### config.mk
export PLATFORM = sky130hd
export DESIGN_NAME = pmicr_regs
export DESIGN_NICKNAME = d
export VERILOG_FILES = /design/src/hdl/pmicr_pkg.sv /design/src/hdl/pmicr_regs.sv
export VERILOG_INCLUDE_DIRS = /design/src /design/src/hdl
export SDC_FILE = /design/constraint.sdc
export NUM_CORES = 1
export LEC_CHECK = 0
export ABC_CLOCK_PERIOD_IN_PS = 3510
export BUFFER_PORTS_ARGS = -buffer_cell sky130_fd_sc_hd__clkbuf_2
export CORE_UTILIZATION = 59
export CTS_CLUSTER_SIZE = 28
export DETAILED_ROUTE_END_ITERATION = 8
export PLACE_DENSITY = 0.77
export SLEW_MARGIN = 20
export SYNTH_ARGS = -nofsm -noshare
export SYNTH_HDL_FRONTEND = slang
export SYNTH_SLANG_ARGS = --single-unit
### constraint.sdc
create_clock -name core_clk -period 3.51 [get_ports core_clk]
set_input_delay 0.351 -clock core_clk [delete_from_list [all_inputs] [get_ports core_clk]]
set_output_delay 0.351 -clock core_clk [all_outputs]
set_load 0.05 [all_outputs]
### src/hdl/pmicr_map.svh
`ifndef PMICR_MAP_SVH
`define PMICR_MAP_SVH

// ---------------------------------------------
// register offsets and reset values
// ---------------------------------------------
`define PMICR_ADDR_INT 8'h02
`define PMICR_ADDR_STAT 8'h03
`define PMICR_ADDR_CTRL 8'h04
`define PMICR_INT_RESET 8'h80
`define PMICR_STAT_RESET 8'h00
`define PMICR_CTRL_RESET 8'hb1

// ---------------------------------------------
// interrupt register fields
// ---------------------------------------------
`define PMICR_INT_TOP 7
`define PMICR_INT_MASK_HI 6
`define PMICR_INT_MASK_LO 4
`define PMICR_INT_FLAG_HI 2
`define PMICR_INT_FLAG_LO 0

// ---------------------------------------------
// charger control fields
// ---------------------------------------------
`define PMICR_CTRL_TIMER_HI 7
`define PMICR_CTRL_TIMER_LO 6
`define PMICR_CTRL_TMR_ON 5
`define PMICR_CTRL_NTC 4
`define PMICR_CTRL_CHG_RESET 3
`define PMICR_CTRL_EOC_DIS 2
`define PMICR_CTRL_HOLD 1
`define PMICR_CTRL_CHG_ON 0

// ---------------------------------------------
// timing
// ---------------------------------------------
`define PMICR_CLK_MHZ 250
`define PMICR_SEC_CYCLES (`PMICR_CLK_MHZ * 1000000)
`define PMICR_SEC_PER_HOUR 3600
`define PMICR_FAST_H0 4
`define PMICR_FAST_H1 5
`define PMICR_FAST_H2 6
`define PMICR_FAST_H3 8
`define PMICR_PRECHG_MIN 30
`define PMICR_PRECHG_SEC (`PMICR_PRECHG_MIN * 60)

`endif

### src/hdl/pmicr_pkg.sv
package pmicr_pkg;

  // input vector layout after synchronisation
  typedef enum int
  {
    IN_BUTTON,
    IN_AC,
    IN_USB,
    IN_DIE_HOT,
    IN_LOAD_LOOP,
    IN_TEMP_TIMERS_HOLD,
    IN_TEMP_FAULT,
    IN_CHARGING,
    IN_PRECHG,
    IN_BELOW_TERM,
    IN_COUNT
  } pmicr_in_t;

  typedef struct packed {
    logic [9:0] s1;
    logic [9:0] s2;
    logic [9:0] s3;
    logic [9:0] stable;
    logic int_top;
    logic [2:0] mask;
    logic [2:0] flag;
    logic [7:0] ctrl;
    logic [7:0] rdata;
    logic [27:0] pre;
    logic [14:0] secs;
    logic prechg_d;
    logic chg_tout;
    logic pchg_tout;
    logic term_done;
  } pmicr_state_t;

endpackage

### src/hdl/pmicr_regs.sv
`include "pmicr_map.svh"

module pmicr_regs #(
  parameter int SEC_CYCLES = `PMICR_SEC_CYCLES,
  parameter int PRECHG_SEC = `PMICR_PRECHG_SEC
) (
  input wire logic core_clk,
  input wire logic rst,
  input wire logic [7:0] reg_addr,
  input wire logic reg_wr,
  input wire logic reg_rd,
  input wire logic [7:0] reg_wdata,
  output logic [7:0] reg_rdata,
  output logic irq_out,
  input wire logic button_input,
  input wire logic ac_input_present,
  input wire logic usb_input_present,
  input wire logic die_hot_in,
  input wire logic load_loop_in,
  input wire logic temp_suspend_in,
  input wire logic temp_fault_in,
  input wire logic charging_in,
  input wire logic precharge_phase_in,
  input wire logic below_term_in,
  output logic charger_enable,
  output logic charger_reset_hold,
  output logic thermistor_select,
  output logic [1:0] fast_timer_code
);

  pmicr_pkg::pmicr_state_t q;
  pmicr_pkg::pmicr_state_t n;
  logic [9:0] pins;
  logic [9:0] agree;
  logic [2:0] ev_flags;
  logic rd_int;
  logic run;
  logic charging;
  logic timers_on;
  logic [7:0] status;

  // ---------------------------------------------
  // helpers
  // ---------------------------------------------
  function automatic logic hit(input logic [7:0] a, input logic [7:0] target);
    hit = (a == target);
  endfunction

  function automatic logic [14:0] fast_limit(input logic [1:0] code);
    unique case (code)
      2'h0: fast_limit = 15'(`PMICR_FAST_H0 * `PMICR_SEC_PER_HOUR);
      2'h1: fast_limit = 15'(`PMICR_FAST_H1 * `PMICR_SEC_PER_HOUR);
      2'h2: fast_limit = 15'(`PMICR_FAST_H2 * `PMICR_SEC_PER_HOUR);
      2'h3: fast_limit = 15'(`PMICR_FAST_H3 * `PMICR_SEC_PER_HOUR);
    endcase
  endfunction

  assign pins = {below_term_in, precharge_phase_in, charging_in, temp_fault_in, temp_suspend_in,
                 load_loop_in, die_hot_in, usb_input_present, ac_input_present, button_input};

  // ---------------------------------------------
  // next state
  // ---------------------------------------------
  always_comb
  begin
    n = q;
    // pins pass three stages; a level is accepted once stages two and three agree
    n.s1 = pins;
    n.s2 = q.s1;
    n.s3 = q.s2;
    agree = ~(q.s2 ^ q.s3);
    n.stable = (q.stable & ~agree) | (q.s3 & agree);
    ev_flags = {n.stable[pmicr_pkg::IN_BUTTON] ^ q.stable[pmicr_pkg::IN_BUTTON],
                n.stable[pmicr_pkg::IN_AC] ^ q.stable[pmicr_pkg::IN_AC],
                n.stable[pmicr_pkg::IN_USB] ^ q.stable[pmicr_pkg::IN_USB]};

    // a new event in the clearing cycle survives the read
    rd_int = reg_rd && hit(reg_addr, `PMICR_ADDR_INT);
    n.flag = (rd_int ? 3'h0 : q.flag) | ev_flags;

    if (reg_wr && hit(reg_addr, `PMICR_ADDR_INT))
    begin
      n.int_top = reg_wdata[`PMICR_INT_TOP];
      n.mask = reg_wdata[`PMICR_INT_MASK_HI:`PMICR_INT_MASK_LO];
    end
    if (reg_wr && hit(reg_addr, `PMICR_ADDR_CTRL))
    begin
      n.ctrl = reg_wdata;
    end

    // charger sequencing
    timers_on = q.ctrl[`PMICR_CTRL_TMR_ON];
    run = q.ctrl[`PMICR_CTRL_CHG_ON] && !q.ctrl[`PMICR_CTRL_CHG_RESET]
          && !q.chg_tout && !q.term_done;
    charging = run && q.stable[pmicr_pkg::IN_CHARGING];
    n.prechg_d = q.stable[pmicr_pkg::IN_PRECHG];

    if (q.ctrl[`PMICR_CTRL_CHG_RESET])
    begin
      // reset restarts the algorithm: counters and end-of-charge latches cleared
      n.pre = 28'h0;
      n.secs = 15'h0;
      n.chg_tout = 1'b0;
      n.pchg_tout = 1'b0;
      n.term_done = 1'b0;
    end
    else
    begin
      if (!timers_on)
      begin
        n.pre = 28'h0;
        n.secs = 15'h0;
      end
      else if (q.prechg_d && !q.stable[pmicr_pkg::IN_PRECHG])
      begin
        // fast-charge phase gets a fresh count
        n.pre = 28'h0;
        n.secs = 15'h0;
      end
      else if (charging && !q.ctrl[`PMICR_CTRL_HOLD])
      begin
        if (q.pre == 28'(SEC_CYCLES - 1))
        begin
          n.pre = 28'h0;
          n.secs = q.secs + 15'h1;
        end
        else
        begin
          n.pre = q.pre + 28'h1;
        end
      end

      if (timers_on && charging && q.stable[pmicr_pkg::IN_PRECHG] && q.secs >= 15'(PRECHG_SEC))
      begin
        n.pchg_tout = 1'b1;
        n.chg_tout = 1'b1;
      end
      if (timers_on && charging && q.secs >= fast_limit(q.ctrl[`PMICR_CTRL_TIMER_HI:`PMICR_CTRL_TIMER_LO]))
      begin
        n.chg_tout = 1'b1;
      end
      if (charging && q.stable[pmicr_pkg::IN_BELOW_TERM] && !q.ctrl[`PMICR_CTRL_EOC_DIS])
      begin
        n.term_done = 1'b1;
      end
    end

    status = {q.stable[pmicr_pkg::IN_DIE_HOT],
              q.stable[pmicr_pkg::IN_LOAD_LOOP],
              q.stable[pmicr_pkg::IN_TEMP_TIMERS_HOLD],
              q.term_done,
              charging,
              q.chg_tout,
              q.pchg_tout,
              q.stable[pmicr_pkg::IN_TEMP_FAULT]};

    if (reg_rd)
    begin
      if (hit(reg_addr, `PMICR_ADDR_INT))
      begin
        n.rdata = {q.int_top, q.mask, 1'b0, q.flag};
      end
      else if (hit(reg_addr, `PMICR_ADDR_STAT))
      begin
        n.rdata = status;
      end
      else if (hit(reg_addr, `PMICR_ADDR_CTRL))
      begin
        n.rdata = q.ctrl;
      end
      else
      begin
        n.rdata = 8'h00;
      end
    end
  end

  // ---------------------------------------------
  // state register
  // ---------------------------------------------
  always_ff @(posedge core_clk or posedge rst)
  begin
    if (rst)
    begin
      q <= '0;
      q.int_top <= 1'(`PMICR_INT_RESET >> `PMICR_INT_TOP);
      q.ctrl <= `PMICR_CTRL_RESET;
    end
    else
    begin
      q <= n;
    end
  end

  // ---------------------------------------------
  // outputs
  // ---------------------------------------------
  assign reg_rdata = q.rdata;
  assign irq_out = |(q.flag & ~q.mask);
  assign charger_enable = run;
  assign charger_reset_hold = q.ctrl[`PMICR_CTRL_CHG_RESET];
  assign thermistor_select = q.ctrl[`PMICR_CTRL_NTC];
  assign fast_timer_code = q.ctrl[`PMICR_CTRL_TIMER_HI:`PMICR_CTRL_TIMER_LO];
endmodule

==> results of run 1 <==
==> registers in the layout (all words and copies together) (netlist names), named ones only <==
| register | flops |
|---|---|
| thermistor_select | 1 |
| n | 20 |
| reg_rdata | 8 |
| fast_timer_code | 2 |
| charger_reset_hold | 1 |
| q | 71 |
==> through the flow <==
step | instances | instance area (um2) | util [%] | hold WS [ns]
2_1_floorplan | 488 | 5201 | - | 0.3312
3_3_place_gp | 613 | 5448 | 64.99 | 0.3330
3_5_place_dp | 613 | 5448 | 64.99 | 0.3356
4_1_cts | 629 | 5629 | 67.16 | 0.07492
5_1_grt | 629 | 5629 | 67.16 | 0.06102
6_report | 629 | 5629 | 67.16 | 0.08408
==> layout make-up <==
cell class / count / area [um2] / area share [%]
clock buffers: 10 / 127.6 / 2.267
clock inverters: 6 / 53.80 / 0.9558
inverters: 31 / 118.9 / 2.112
multi-input cells: 318 / 2178 / 38.70
flip-flops and latches: 110 / 2759 / 49.01
well taps: 105 / 131.4 / 2.334
repair buffers: 49 / 260.3 / 4.623
==> final timing paths <==
kind,end,cells after the start,slack [ns],from
max,q[9],5,0.61,q[35]
min,n[96],2,0.08,rst
max reg2reg,q[9],5,0.61,q[35]
min reg2reg,n[89],0,0.36,n[99]
max in group asynchronous,q[60],3,2.57,rst
min in group core_clk,n[96],1,0.09,temp_fault_in
==> kinds of logic after synthesis <==
| group | count (synthesis) | synth area share (%) |
|---|---|---|
| buffers and inverters | 60 | 5.076 |
| XOR/XNOR | 32 | 5.389 |
| flip-flops | 110 | 53.04 |
| AO/OA/AOI/OAI | 75 | 9.839 |
| adder cells (fa/ha/maj) | 28 | 6.255 |
| multiplexers | 20 | 4.138 |
| AND/OR/NAND/NOR | 163 | 16.26 |
==> cell usage in the layout, fill, tap and decap left out, drive strengths merged, types with 3 or more instances in the layout <==
cell,synthesis,final
a2111oi,6,6
a211oi,11,11
a21o,5,5
a21oi,23,23
a221o,3,3
and2,5,5
and3,9,9
and4,5,5
buf,12,6
clkbuf,17,53
dfrtp,105,105
dfstp,5,5
ha,18,18
inv,31,35
maj3,10,10
mux2,12,12
mux2i,8,8
nand2,26,26
nand2b,3,3
nand3,17,17
nand3b,3,3
nand4,14,14
nor2,54,54
nor4,8,8
o21ai,4,4
o22ai,9,9
or3,3,3
or4,7,7
xnor2,31,31
==> worst max-delay path, stage by stage (launching register included) <==
cell     delay (ns)
dfrtp_1        0.47
or4_1          0.48
or4_1          0.68
or3_1          0.51
or4_1          0.53
a21oi_1        0.15
==> power groups by stage <==
stage	sequential, mW	combinational, mW	clock, mW
floorplan	1.36	0.0917	0
global placement	1.36	0.132	0
detailed placement	1.36	0.138	0
CTS	1.34	0.138	0.731
global route	1.34	0.152	0.776
finish	1.34	0.135	0.709
==> metal layers <==
| metal | share of wire, % | up-vias |
|---|---|---|
| met1 | 48 | 1807 |
| met4 | 1.2 | 0 |
| li1 | - | 1778 |
| met3 | 3.4 | 11 |
| met5 | 0 | - |
| met2 | 48 | 65 |
==> impl_metrics.env, run 1 <==
export IMPL_p_int_mw=1.633
export IMPL_cts_buffer_depth=2
export IMPL_async_flop_share_pct=100.0
export IMPL_fp_dieH_um=95.89
export IMPL_p_comb_share_pct=6.2
export IMPL_grt_pass1_wl_um=16200
export IMPL_use_met3_pct=3.002
export IMPL_wirelength_um=9872
export IMPL_timing_final_crit_share_pct=82.65
export IMPL_setup_tns_ns=0
export IMPL_yosys_cell_count_top_type="dfrtp_1"
export IMPL_clock_root_buffer="clkbuf_8"
export IMPL_slew_viol_final=0
export IMPL_cts_resized=0
export IMPL_clock_skew_ns=0.01335
export IMPL_post_route_drc_count=0
export IMPL_dp_worst_setup_slack_ns=0.6399
export IMPL_vdd_drop_max_v=0.0002629
export IMPL_rows=33
export IMPL_cts_htree_levels=3
export IMPL_cp_arrival_ns=3.18
export IMPL_startpoint_type="flip-flop"
export IMPL_grt_overflow_total=0
export IMPL_path_max_fanout=11
export IMPL_rsz0062_at_grt="no"
export IMPL_syn_instance_count=488
export IMPL_fin_crit_ns=2.901
export IMPL_drt_iter0_markers=203
export IMPL_clockPowerShare_pct=32.5
export IMPL_syn2layout_area_growth_pct=8.227
export IMPL_grt_pass1_vias=3479
export IMPL_die_area_um2=9195
export IMPL_yosys_top_cells_count="dfrtp_1, nor2_1, inv_1, xnor2_1, nand2_1"
export IMPL_tightest_slew_ns=0.9486
export IMPL_yosys_register_bits=110
export IMPL_max_cap_viol_count=0
export IMPL_ys_seq_area_share_pct=53.04
export IMPL_die_x_um=95.89
export IMPL_synth_warnings=0
export IMPL_synthDistinctLibCells=52
export IMPL_setup_viol=0
export IMPL_leakagePower_nw=2.387
export IMPL_hp_class="primary input to asynchronous set/reset pin"
export IMPL_synth_avg_cell_area_um2=10.66
export IMPL_num_antenna_cells=0
export IMPL_yosysTopAreaCell="dfrtp_1"
export IMPL_synthesis_nets=536
export IMPL_post_cts_buffers=0
export IMPL_hpwl_um=7086
export IMPL_synth_top_area_share_pct=50.52
export IMPL_clk_latency_ns=0.36
export IMPL_netSwitchingPower_uw=549.4
export IMPL_gr_usage_met1_pct=32.95
export IMPL_io_buffers=43
export IMPL_status="completed"
export IMPL_max_slew_margin_rel_pct=36.76
export IMPL_first_pass_iters=4
export IMPL_fin_total_pwr_mw=2.183
export IMPL_vias=3661
export IMPL_synth_main_ff_cell="dfrtp_1"
export IMPL_cts_buffers=9
export IMPL_hold_viol=0
export IMPL_cp_required_ns=3.79
export IMPL_gp_congestion=0.8114
export IMPL_cts_tree="built"
export IMPL_initial_core_util_pct=62.05
export IMPL_ant_nets=0
export IMPL_clock_sinks=110
export IMPL_cp_end_kind="flip-flop"
export IMPL_fin_ws_ns=0.6090
export IMPL_yosys_top_cells_area="dfrtp_1, xnor2_1, ha_1"
export IMPL_crit_type="flip-flop to flip-flop"
export IMPL_io_pin_count=44
export IMPL_fill_cells=671
export IMPL_wire_per_inst_um=15.69
export IMPL_grt_use_total_pct=23.29
export IMPL_drive_above_1_share_pct=16.22
export IMPL_top_usage_layer="met2"
export IMPL_power_density_nw_per_um2=387.8
export IMPL_nNetsFinal=567
export IMPL_antenna_found_initial=0
export IMPL_fp_coreArea_um2=8382
export IMPL_syn_area_um2=5201
export IMPL_hold_buffers=0
export IMPL_fmax_mhz=344.7
export IMPL_seq_power_share_pct=61.4
export IMPL_vias_per_cell=5.820
export IMPL_grt_start_max_net_pins=63
export IMPL_synth_edf_count=0
export IMPL_cts_clk_slew_worst_paths_ns=0.11
export IMPL_grtUsageMet2_pct=37.98
export IMPL_p_sw_share_pct=25.17
Power figures use the tool's default switching activity.
==> run 2, diff against run 1 <==
- ABC_CLOCK_PERIOD_IN_PS: 3510 -> 2530
- CORE_UTILIZATION: 59 -> 54
- PLACE_DENSITY: 0.77 -> 0.74
- clock period: 3.51 -> 2.53 ns (I/O delays scaled with it)
==> run 2 against run 1 <==
Worst setup slack worse by 0.60 ns; non-clock buffer count is 23 higher; critical path depth stayed put; clock power is 61% higher; largest cell class unchanged.
==> impl_metrics.env, run 2 (synthesis gave the netlist of run 1 again) <==
export IMPL_cpMostUsedCell="or4_4"
export IMPL_fmax_mhz=396.0
export IMPL_cts_clk_slew_worst_paths_ns=0.11
export IMPL_cp_slowest_stage_delay_ns=0.52
export IMPL_rrSetupSlack_ns=0.005
export IMPL_gr_usage_met1_pct=32.22
export IMPL_final_instance_count_excl_fill=676
export IMPL_cts_tree="built"
export IMPL_timing_final_crit_share_pct=99.81
export IMPL_rr_worst_depth=5
export IMPL_fin_area_um2=5998
export IMPL_tightest_slew_ns=0.9143
export IMPL_io_buffers=43
export IMPL_endpoint="q[9]"
export IMPL_grtUsageMet2_pct=36.35
export IMPL_drive_above_1_share_pct=20.11
export IMPL_place_area_um2=5624
export IMPL_layout_commonest_cell="dfrtp_1"
export IMPL_wire_per_inst_um=15.29
export IMPL_cts_buffers=9
export IMPL_nNetsFinal=590
export IMPL_clk_latency_ns=0.38
export IMPL_power_density_nw_per_um2=534.4
export IMPL_num_antenna_cells=0
export IMPL_clock_sinks=110
export IMPL_use_met3_pct=4.457
export IMPL_slowest_stage="or4_4"
export IMPL_setup_viol=0
export IMPL_rows=35
export IMPL_worstPathCellList="or4_4, or4_4, or3_4, or4_4, a21oi_2"
export IMPL_clock_root_buffer="clkbuf_8"
export IMPL_reg2reg_to="q[9]"
export IMPL_leakagePower_nw=2.529
export IMPL_antenna_found_initial=0
export IMPL_fp_dieH_um=100.1
export IMPL_crit_type="flip-flop to flip-flop"
export IMPL_final_util_pct=64.61
export IMPL_gp_congestion=0.8168
export IMPL_syn2layout_area_growth_pct=15.32
export IMPL_hold_ws_ns=0.004818
export IMPL_startpoint_type="flip-flop"
export IMPL_cp_arrival_ns=2.81
export IMPL_fp_coreArea_um2=9284
export IMPL_grt_use_total_pct=22.90
export IMPL_grt_pass1_vias=3740
export IMPL_top_usage_layer="met2"
export IMPL_dp_cells=650
export IMPL_cp_end_kind="flip-flop"
export IMPL_vias_per_cell=5.605
export IMPL_hpwl_um=7309
export IMPL_cts_buffer_depth=2
export IMPL_largest_register_ffs=71
export IMPL_vias=3789
export IMPL_max_cap_viol_count=0
export IMPL_hold_viol=0
export IMPL_io_pin_count=44
export IMPL_die_area_um2=10030
export IMPL_fill_cells=776
export IMPL_ant_nets=0
export IMPL_fin_crit_ns=2.525
export IMPL_slew_viol_final=0
export IMPL_max_slew_margin_rel_pct=38.86
export IMPL_vdd_drop_max_v=0.0003041
export IMPL_clock_skew_ns=0.01747
export IMPL_initial_core_util_pct=56.02
export IMPL_cp_required_ns=2.81
export IMPL_path_max_fanout=2
export IMPL_final_cell_mix="dfrtp_1, nor2_1, clkbuf_2"
export IMPL_cts_htree_levels=3
export IMPL_first_pass_iters=5
export IMPL_grt_pass1_wl_um=17950
export IMPL_drt_iter0_markers=191
export IMPL_post_route_drc_count=0
export IMPL_rsz0062_at_grt="yes"
export IMPL_reg2reg_from="q[39]"
export IMPL_largest_register="q"
export IMPL_grt_start_max_net_pins=44
export IMPL_hp_class="primary input to asynchronous set/reset pin"
export IMPL_status="completed"
export IMPL_crit_path_start="q[39]"
export IMPL_die_x_um=100.1
export IMPL_grt_overflow_total=0
export IMPL_wirelength_um=10330
-- run 2: routing by layer --
layer	vias up	share of wire, %
li1	1831	-
met1	1840	47
met2	108	47
met3	10	4.8
met4	0	1.2
met5	-	0
-- run 2: area by class of cell --
cell class                      instances  area, um2  share of cell area, %
Clock buffer                           10      137.6                  2.295
Clock inverter                          6      83.83                  1.398
Inverter                               31      120.1                  2.003
Multi-Input combinational cell        318       2236                  37.28
Sequential cell                       110       2760                  46.02
Tap cell                              129      161.4                  2.691
Timing Repair Buffer                   72      499.2                  8.323
-- run 2: report_power, final --
| group | switching, mW | leakage, nW | internal (mW) |
|---|---|---|---|
| Combinational | 0.123 | 1.01 | 0.0871 |
| Sequential | 0.0429 | 1.41 | 1.82 |
| Clock | 0.627 | 0.112 | 0.509 |
-- run 2: what timing repair did --
item / in CTS / in global routing
hold buffers: 10 / 0
setup buffers: 0 / 0
endpoints found under the hold margin: 10 / 0
pin swaps: 2 / 2
resized for setup: 4 / 9
setup endpoints to repair: 3 / 7
-- run 2: worst min path at each step --
stage                     slack, ns  depth (start not counted)  endpoint         start
after floorplan                0.28                          0     n[90]  button_input
after global placement         0.33                          0     n[81]         n[91]
after detailed placement       0.33                          0     n[81]         n[91]
after CTS                      0.01                          2     n[91]           rst
after global routing           0.04                          2     n[91]           rst
final                         0.005                          2     n[92]           rst
-- run 2: metrics by stage --
| step | power, mW | setup slack (ns) | TNS (ns) |
|---|---|---|---|
| 5_1_grt | 3.341 | -0.03879 | -0.07415 |
| 3_3_place_gp | 2.086 | 0.05088 | 0 |
| 2_1_floorplan | 2.015 | -0.1218 | -0.1219 |
| 6_report | 3.206 | 0.004726 | 0 |
| 4_1_cts | 3.241 | -0.02212 | -0.02212 |
| 3_5_place_dp | 2.096 | -0.03542 | -0.1033 |
-- run 2: critical path: cells and delay by family (launching register included) --
kind,cells,cell delay (ns)
AO/OA/AOI/OAI,1,0.12
flip-flops,1,0.39
AND/OR/NAND/NOR,4,1.93
